==> config.mk <==
export PLATFORM = sky130hd
export DESIGN_NAME = tap_controller_fsm
export DESIGN_NICKNAME = d
export VERILOG_FILES = /design/src/tap_pkg.sv /design/src/pin_sync.sv /design/src/tap_controller_fsm.sv
export SDC_FILE = /design/constraint.sdc
export NUM_CORES = 1
export LEC_CHECK = 0
export BUFFER_PORTS_ARGS = -buffer_cell sky130_fd_sc_hd__buf_2
export CAP_MARGIN = 20
export CORE_UTILIZATION = 53
export CTS_BUF_LIST = sky130_fd_sc_hd__clkbuf_8
export DETAILED_ROUTE_END_ITERATION = 10
export HOLD_SLACK_MARGIN = 0.03
export PLACE_DENSITY = 0.88
export SLEW_MARGIN = 40
export SYNTH_ARGS = -nofsm -noshare
export SYNTH_HDL_FRONTEND = slang
export SYNTH_SLANG_ARGS = --single-unit
==> constraint.sdc <==
create_clock -name clk_sys_in -period 2 [get_ports clk_sys_in]
set_input_delay 0.1 -clock clk_sys_in [delete_from_list [all_inputs] [get_ports clk_sys_in]]
set_output_delay 0.1 -clock clk_sys_in [all_outputs]
set_load 0.1 [all_outputs]
==> src/tap_pkg.sv <==
`default_nettype none
package tap_pkg;

  // ==========================================================================
  // sizes
  localparam int TAP_STATE_COUNT = 16;
  localparam int SYNC_DEPTH = 2;

  // ==========================================================================
  // controller states, one-hot
  typedef enum logic [TAP_STATE_COUNT-1:0] {
    TAP_RESET      = 16'h0001,
    TAP_IDLE       = 16'h0002,
    TAP_DR_SELECT  = 16'h0004,
    TAP_DR_CAPTURE = 16'h0008,
    TAP_DR_SHIFT   = 16'h0010,
    TAP_DR_EXIT1   = 16'h0020,
    TAP_DR_PAUSE   = 16'h0040,
    TAP_DR_EXIT2   = 16'h0080,
    TAP_DR_UPDATE  = 16'h0100,
    TAP_IR_SELECT  = 16'h0200,
    TAP_IR_CAPTURE = 16'h0400,
    TAP_IR_SHIFT   = 16'h0800,
    TAP_IR_EXIT1   = 16'h1000,
    TAP_IR_PAUSE   = 16'h2000,
    TAP_IR_EXIT2   = 16'h4000,
    TAP_IR_UPDATE  = 16'h8000
  } tap_state_t;

  // ==========================================================================
  // mask of states that work on the instruction register
  localparam logic [TAP_STATE_COUNT-1:0] IR_STATE_MASK = 16'hFE00;
  // mask of states that work on the selected data register
  localparam logic [TAP_STATE_COUNT-1:0] DR_STATE_MASK = 16'h01FC;

  // ==========================================================================
  // reset levels of the synchronised pins: tck low, tms high, trst asserted
  localparam logic PIN_TCK_RESET = 1'b0;
  localparam logic PIN_TMS_RESET = 1'b1;
  localparam logic PIN_TRST_B_RESET = 1'b0;

endpackage
`default_nettype wire
==> src/pin_sync.sv <==
`timescale 1ns/1ps
`default_nettype none
// ============================================================================
// pin synchroniser: two flops per bit plus one history flop for edge finding
module pin_sync #(
  parameter int WIDTH = 1,
  parameter logic [WIDTH-1:0] RESET_VAL = '0
) (
  // clock and reset
  input wire logic clk_sys_in,
  input wire logic rst_b_in,
  // asynchronous pins
  input wire logic [WIDTH-1:0] pin_in,
  // synchronised level and its value one cycle before
  output logic [WIDTH-1:0] level_out,
  output logic [WIDTH-1:0] prev_out
);

  typedef struct packed {
    logic [WIDTH-1:0] stage1;
    logic [WIDTH-1:0] stage2;
    logic [WIDTH-1:0] stage3;
  } sync_t;

  sync_t s;
  sync_t next_s;

  // stage1 feeds stage2 only; edges are found between stage2 and stage3
  always_comb begin
    next_s = s;
    next_s.stage1 = pin_in;
    next_s.stage2 = s.stage1;
    next_s.stage3 = s.stage2;
  end

  always_ff @(posedge clk_sys_in or negedge rst_b_in) begin
    if (!rst_b_in) begin
      s <= {RESET_VAL, RESET_VAL, RESET_VAL};
    end else begin
      s <= next_s;
    end
  end

  assign level_out = s.stage2;
  assign prev_out = s.stage3;

endmodule // pin_sync
`default_nettype wire

==> src/tap_controller_fsm.sv <==
`timescale 1ns/1ps
`default_nettype none
// Notes on behaviour
// sixteen-state test port controller machine
// every transition uses tms at tck rise
// instruction register works in ir states
// selected data register works in dr states
// only tms, tck steer; emits test strobes
// power-up or trst forces test-logic-reset
// five tck rises with tms high resets
// standard graph; idle and pauses hold
module tap_controller_fsm
  import tap_pkg::*;
(
  // system clock and power-up reset
  input wire logic clk_sys_in,
  input wire logic rst_b_in,
  // test port pins from the scan host
  input wire logic tck_in,
  input wire logic tms_in,
  input wire logic trst_b_in,
  // controller state
  output logic [TAP_STATE_COUNT-1:0] tap_state_out,
  output logic test_reset_out,
  output logic select_ir_out,
  // register operation levels for the test logic
  output logic ir_active_out,
  output logic dr_active_out,
  output logic capture_en_out,
  output logic shift_en_out,
  output logic update_en_out,
  // one-cycle strobes standing in for the test clock
  output logic ir_clock_out,
  output logic dr_clock_out,
  output logic ir_update_out,
  output logic dr_update_out,
  output logic tck_rise_out,
  output logic tck_fall_out
);

  // ==========================================================================
  // pin synchronisers
  logic [2:0] pin_level;
  logic [2:0] pin_prev;

  // pins gathered in one word, trst on top, tck at the bottom
  logic [2:0] pin_raw;
  assign pin_raw = {trst_b_in, tms_in, tck_in};

  // tck, tms and trst travel the same depth so tms lines up with the tck edge
  pin_sync #(
    .WIDTH(3),
    .RESET_VAL({PIN_TRST_B_RESET, PIN_TMS_RESET, PIN_TCK_RESET})
  ) u_pin_sync (
    .clk_sys_in(clk_sys_in),
    .rst_b_in(rst_b_in),
    .pin_in(pin_raw),
    .level_out(pin_level),
    .prev_out(pin_prev)
  );

  logic tck_rise;
  logic tck_fall;
  logic tms_now;
  logic trst_active;

  // edges are seen from stage two against stage three, never from stage one;
  // each tck phase must last one clock or more or its edge can be lost
  assign tck_rise = pin_level[0] & ~pin_prev[0];
  assign tck_fall = ~pin_level[0] & pin_prev[0];
  assign tms_now = pin_level[1];
  assign trst_active = ~pin_level[2];

  // a tck edge counts only while trst is released, so trst wins a tie
  logic step_ok;
  logic fall_ok;
  assign step_ok = tck_rise & ~trst_active;
  assign fall_ok = tck_fall & ~trst_active;

  // ==========================================================================
  // transition graph
  function automatic tap_state_t tap_next(input tap_state_t cur, input logic tms);
    tap_state_t nxt;
    nxt = TAP_RESET;
    // left column is data, right column is instruction; tms high walks
    // toward select and reset, tms low toward shift, pause and idle, so a
    // host that parks tms low brings the machine to rest in idle, a shift or a pause
    unique case (cur)
      TAP_RESET:      nxt = tms ? TAP_RESET : TAP_IDLE;
      TAP_IDLE:       nxt = tms ? TAP_DR_SELECT : TAP_IDLE;
      TAP_DR_SELECT:  nxt = tms ? TAP_IR_SELECT : TAP_DR_CAPTURE;
      TAP_DR_CAPTURE: nxt = tms ? TAP_DR_EXIT1 : TAP_DR_SHIFT;
      TAP_DR_SHIFT:   nxt = tms ? TAP_DR_EXIT1 : TAP_DR_SHIFT;
      TAP_DR_EXIT1:   nxt = tms ? TAP_DR_UPDATE : TAP_DR_PAUSE;
      TAP_DR_PAUSE:   nxt = tms ? TAP_DR_EXIT2 : TAP_DR_PAUSE;
      TAP_DR_EXIT2:   nxt = tms ? TAP_DR_UPDATE : TAP_DR_SHIFT;
      TAP_DR_UPDATE:  nxt = tms ? TAP_DR_SELECT : TAP_IDLE;
      TAP_IR_SELECT:  nxt = tms ? TAP_RESET : TAP_IR_CAPTURE;
      TAP_IR_CAPTURE: nxt = tms ? TAP_IR_EXIT1 : TAP_IR_SHIFT;
      TAP_IR_SHIFT:   nxt = tms ? TAP_IR_EXIT1 : TAP_IR_SHIFT;
      TAP_IR_EXIT1:   nxt = tms ? TAP_IR_UPDATE : TAP_IR_PAUSE;
      TAP_IR_PAUSE:   nxt = tms ? TAP_IR_EXIT2 : TAP_IR_PAUSE;
      TAP_IR_EXIT2:   nxt = tms ? TAP_IR_UPDATE : TAP_IR_SHIFT;
      TAP_IR_UPDATE:  nxt = tms ? TAP_DR_SELECT : TAP_IDLE;
      // an upset code falls back to the safe reset state
      default:        nxt = TAP_RESET;
    endcase
    return nxt;
  endfunction

  // ==========================================================================
  // state class decoding, shared by levels and strobes
  // instruction column: select through update
  function automatic logic in_ir_column(input tap_state_t st);
    return |(st & IR_STATE_MASK);
  endfunction

  // data column: select through update
  function automatic logic in_dr_column(input tap_state_t st);
    return |(st & DR_STATE_MASK);
  endfunction

  // capture state of either column
  function automatic logic is_capture(input tap_state_t st);
    return st inside {TAP_IR_CAPTURE, TAP_DR_CAPTURE};
  endfunction

  // shift state of either column
  function automatic logic is_shift(input tap_state_t st);
    return st inside {TAP_IR_SHIFT, TAP_DR_SHIFT};
  endfunction

  // update state of either column
  function automatic logic is_update(input tap_state_t st);
    return st inside {TAP_IR_UPDATE, TAP_DR_UPDATE};
  endfunction

  // register clock sources: capture or shift of the chosen column
  function automatic logic clocks_column(input tap_state_t st, input logic ir_col);
    return (is_capture(st) | is_shift(st)) & (ir_col ? in_ir_column(st) : in_dr_column(st));
  endfunction

  // ==========================================================================
  // machine state and registered outputs
  typedef struct packed {
    // controller state
    tap_state_t state;
    // registered levels
    logic test_reset;
    logic select_ir;
    logic ir_active;
    logic dr_active;
    logic capture_en;
    logic shift_en;
    logic update_en;
    // one-cycle strobes
    logic ir_clock;
    logic dr_clock;
    logic ir_update;
    logic dr_update;
    logic tck_rise;
    logic tck_fall;
  } tap_regs_t;

  tap_regs_t s;
  tap_regs_t next_s;

  // next state: trst overrides, otherwise step only on a tck rise
  always_comb begin
    next_s = s;
    if (trst_active) begin
      next_s.state = TAP_RESET;
    end else if (tck_rise) begin
      next_s.state = tap_next(s.state, tms_now);
    end
    // strobes: registers clock on the rise that leaves capture or shift
    next_s.tck_rise = step_ok;
    next_s.tck_fall = fall_ok;
    next_s.ir_clock = step_ok & clocks_column(s.state, 1'b1);
    next_s.dr_clock = step_ok & clocks_column(s.state, 1'b0);
    // update latches on the falling tck while sitting in an update state
    next_s.ir_update = fall_ok & (s.state == TAP_IR_UPDATE);
    next_s.dr_update = fall_ok & (s.state == TAP_DR_UPDATE);
    // levels follow the new state so they line up with tap_state_out
    next_s.test_reset = (next_s.state == TAP_RESET);
    next_s.ir_active = in_ir_column(next_s.state);
    next_s.dr_active = in_dr_column(next_s.state);
    next_s.select_ir = in_ir_column(next_s.state);
    // phase levels are shared by both columns
    next_s.capture_en = is_capture(next_s.state);
    next_s.shift_en = is_shift(next_s.state);
    next_s.update_en = is_update(next_s.state);
  end

  // power-up reset lands in test-logic-reset
  always_ff @(posedge clk_sys_in or negedge rst_b_in) begin
    if (!rst_b_in) begin
      s <= '{state: TAP_RESET, test_reset: 1'b1, default: 1'b0};
    end else begin
      s <= next_s;
    end
  end

  // ==========================================================================
  // outputs straight from the state flops; levels are copies of the new
  // state, so they never glitch between tck edges, at the price of one
  // clock of latency after the synchroniser
  assign tap_state_out = s.state;
  assign test_reset_out = s.test_reset;
  assign select_ir_out = s.select_ir;
  assign ir_active_out = s.ir_active;
  assign dr_active_out = s.dr_active;
  assign capture_en_out = s.capture_en;
  assign shift_en_out = s.shift_en;
  assign update_en_out = s.update_en;
  assign ir_clock_out = s.ir_clock;
  assign dr_clock_out = s.dr_clock;
  assign ir_update_out = s.ir_update;
  assign dr_update_out = s.dr_update;
  assign tck_rise_out = s.tck_rise;
  assign tck_fall_out = s.tck_fall;

endmodule // tap_controller_fsm
`default_nettype wire

==> reports/metrics.csv <==
stage,metric,value,unit
logic_synthesis,synthesized area per cell,9.43,sq um
sta,"Slew Viols, Final",0,
logic_synthesis,post-synthesis mux area share,0,
logic_synthesis,Post-synth top cells,"dfrtp_1, nand2_1, nor2_1",
setup_path,Reg2Reg Depth,8,
floorplanning,Initial Util,0.554,
logic_synthesis,largest family of logic cells by synthesized area,simple AND/OR/NAND/NOR gates,
logic_synthesis,area share of and/or/nand/nor cells after synthesis,0.333,
clock_tree,H-tree depth,2,
floorplanning,Die Ht,66.7,microns
logic_synthesis,unique cell type count in the Yosys netlist,60,
drt,DR WL/cell,26.0,microns
sta,fin crit period,2.66,ns
drt,Via Count,2832,
placed_design,Placer Congestion,1.13,
outcome,outcome,"finished, violations left",
placed_design,Port Buffers,33,
sta,Final Setup Violations,18,
cells_and_area,fin nets,349,
floorplanning,# IOs,34,
power,Comb power frac,0.180,
logic_synthesis,Synth Area in XOR/XNOR,0.0356,
drt,"antenna viol nets, final",0,
power,Design Power,0.00161,W
setup_path,"Cell Chain, Critical Path",buf_4 > nor4_4 > nand3_2 > a211oi_2 > a21o_1 > or3b_1 > nor4_2 > a21o_1,
floorplanning,row count,23,
power,clock network fraction of total power,0.362,
setup_path,worst endpoint required time,2.23,ns
setup_path,crit-path max FO,9,
clock_tree,latest clock arrival within the worst-skew pair,0.30,ns
clock_tree,Max clock buf depth,2,
clock_tree,TritonCTS buffer count,5,
sta,Fin Hold WS,0.287,ns
setup_path,"CP delay by family, top",simple AND/OR/NAND/NOR gates,
logic_synthesis,Synth Net Count,240,
cells_and_area,ant diodes,0,
cells_and_area,fillers,174,
worst_hold_path,worst hold path class,in2async,
drt,Iter 0 DRT Violations,556,
power,sequential power share,0.459,
clock_tree,# clock sinks,35,
logic_synthesis,Yosys warning count,0,
drt,TritonRoute pass-1 iters,8,
logic_synthesis,Compound-Gate Fraction of Synth Area,0.171,
global_route,grt ovf,0,
global_route,All-Layer GR Usage,0.408,
drt,Residual DRC,0,
global_route,largest net degree at the start of global routing,36,
global_route,initial antenna violation count,0,
sta,relative max-transition margin,0.659,
clock_tree,Root Driver,clkbuf_8,
setup_path,crit path kind,reg2reg,
setup_path,Worst Setup End Kind,register,
cells_and_area,"Area growth, synth to finish",58.1,%
floorplanning,Core ar.,4000,sq um
setup_path,crit-path max cell delay,0.52,ns
sta,Slew @ Worst Pin,0.512,ns
logic_synthesis,Mapped Area,2220,sq um
logic_synthesis,Adder-Cell Fraction of Synth Area,0,
power,Internal,0.00114,W
power,switch share,0.292,
drt,routed vias/inst,7.17,
cells_and_area,register area,933,sq um
logic_synthesis,cell taking the most area after synthesis,dfrtp_1,
setup_path,type of origin of the critical path,register,
power,Leak,1.65,nW
floorplanning,Die X,66.7,microns
setup_path,"most used cell, CP",a21o_1,
outcome,failing checks,negative setup slack,
logic_synthesis,Synth top area share,0.350,
sta,RSZ-0062 raised after global routing,true,
sta,final count of hold timing violations,0,
setup_path,flop-to-flop setup slack,-0.66,ns
cells_and_area,multi-input logic area,1480,sq um
cells_and_area,fin cells,395,
cells_and_area,share of cells above drive strength 1,0.586,
floorplanning,die area,4440,sq um
clock_tree,CTS tree,done,
sta,Max Freq,0.377,GHz
logic_synthesis,ys async rst share,1.00,
setup_path,Worst Path Buf+Inv,1,
power,sw power,0.000471,W
logic_synthesis,number of synthesized flops with an enable pin,0,
sta,Final Skew,0.0113,ns
logic_synthesis,largest cells by area after synthesis,"dfrtp_1, dfstp_2, nor4_4",
sta,Final period util,1.33,
logic_synthesis,Cells after Synth,235,
setup_path,reg2reg end,shift_en_out,
sta,fin worst setup slack,-0.655,ns
logic_synthesis,Post-synth top flop,dfrtp_1,
global_route,first-pass GRT wire length,12900,microns
run,number of max-cap violations,0,
clock_tree,CTS clock-pin slew for the worst setup and hold paths,0.08,ns
cells_and_area,Final Util,0.876,
logic_synthesis,Synth Register Bits,35,
setup_path,worst r2r src,tap_state_out[7],
cells_and_area,max reg flops,16,
setup_path,slowest CP cell,dfrtp_4,
logic_synthesis,most frequent cell after synthesis,dfrtp_1,
power,pwr/cell area,461,nW/um^2
setup_path,Worst Path Arrival,2.88,ns
placed_design,Inst Count DP,372,
power,Worst VDD drop,0.462,mV
placed_design,DP Wirelength,5060,microns
logic_synthesis,"Seq/Total Area, Yosys",0.398,
drt,Total Wirelength,10300,microns
global_route,vias in the first global route,2555,
==> cell type report <==
class | instances | share of cell area
clock inverters | 1 | 0.00107
repair buffers | 124 | 0.260
flip-flops and latches | 35 | 0.266
clock buffers | 7 | 0.0275
well taps | 50 | 0.0179
inverters | 4 | 0.00429
multi-input cells | 174 | 0.423
==> worst reg2reg max path: stages, from the launching register on <==
cell and delay, ns:
dfrtp_4 0.52, buf_4 0.20, nor4_4 0.39, nand3_2 0.20, a211oi_2 0.31, a21o_1 0.14
or3b_1 0.41, nor4_2 0.27, a21o_1 0.16
==> cells by family (layout without fill, tap and decap cells) <==
group	after synthesis	in the layout
AO/OA/AOI/OAI	48	48
XOR/XNOR	9	9
buffers and inverters	26	136
flip-flops	35	35
AND/OR/NAND/NOR	117	117
==> power by group through the flow <==
stage | clock network [W] | registers, W | logic [W]
4_1_cts | 0.000574 | 0.000738 | 0.000241
3_3_place_gp | 0 | 0.000751 | 0.000213
3_5_place_dp | 0 | 0.000752 | 0.000220
2_1_floorplan | 0 | 0.000795 | 0.0000881
5_1_grt | 0.000606 | 0.000740 | 0.000297
6_report | 0.000584 | 0.000740 | 0.000290
==> per-stage QoR <==
step                setup TNS [ns]  setup slack [ns]  instance area [sq um]
finish                       -3.40            -0.655                   3500
global route                 -4.56            -0.747                   3500
CTS                          -1.29            -0.238                   3290
detailed placement           -1.43            -0.313                   3000
global placement            -0.963            -0.250                   3000
floorplan                    -2.56            -0.449                   2340
==> cell usage in the layout, fill, tap and decap left out, types with 6 or more instances in the layout <==
| cell type | synthesis | routed |
|---|---|---|
| nor2_1 | 18 | 15 |
| clkbuf_8 | 0 | 7 |
| buf_6 | 3 | 10 |
| buf_2 | 11 | 32 |
| buf_4 | 2 | 77 |
| nand4_1 | 6 | 6 |
| nand3_1 | 11 | 6 |
| nand2_1 | 18 | 14 |
| xnor2_1 | 6 | 6 |
| o21ai_0 | 9 | 6 |
| and2_1 | 6 | 6 |
| dfrtp_1 | 31 | 16 |
| nor4_4 | 4 | 7 |
| dfrtp_4 | 0 | 12 |
==> what timing repair did <==
action / CTS / global route
setup buffers: 5 / 7
endpoints found under the hold margin: 34 / 0
gates resized for setup: 23 / 32
pin swaps: 17 / 15
hold buffers: 4 / 0
setup endpoints to repair: 10 / 17
==> routing by layer <==
layer	vias to the layer above	GRT usage	share of wire
li1	1084	-	-
met1	1302	0.484	0.32
met2	316	0.622	0.44
met3	130	0.123	0.13
met4	0	0.287	0.10
met5	-	0	0
==> worst max path at each step <==
stage | endpoint | depth (start not counted) | slack [ns] | startpoint
2_1_floorplan | shift_en_out | 8 | -0.45 | tap_state_out[8]
3_3_place_gp | shift_en_out | 7 | -0.25 | tap_state_out[5]
3_5_place_dp | shift_en_out | 7 | -0.31 | tap_state_out[5]
4_1_cts | test_reset_out | 6 | -0.24 | tap_state_out[0]
5_1_grt | shift_en_out | 8 | -0.75 | tap_state_out[7]
6_report | shift_en_out | 8 | -0.66 | tap_state_out[7]
Note: power is estimated with default switching activity, not from simulation.
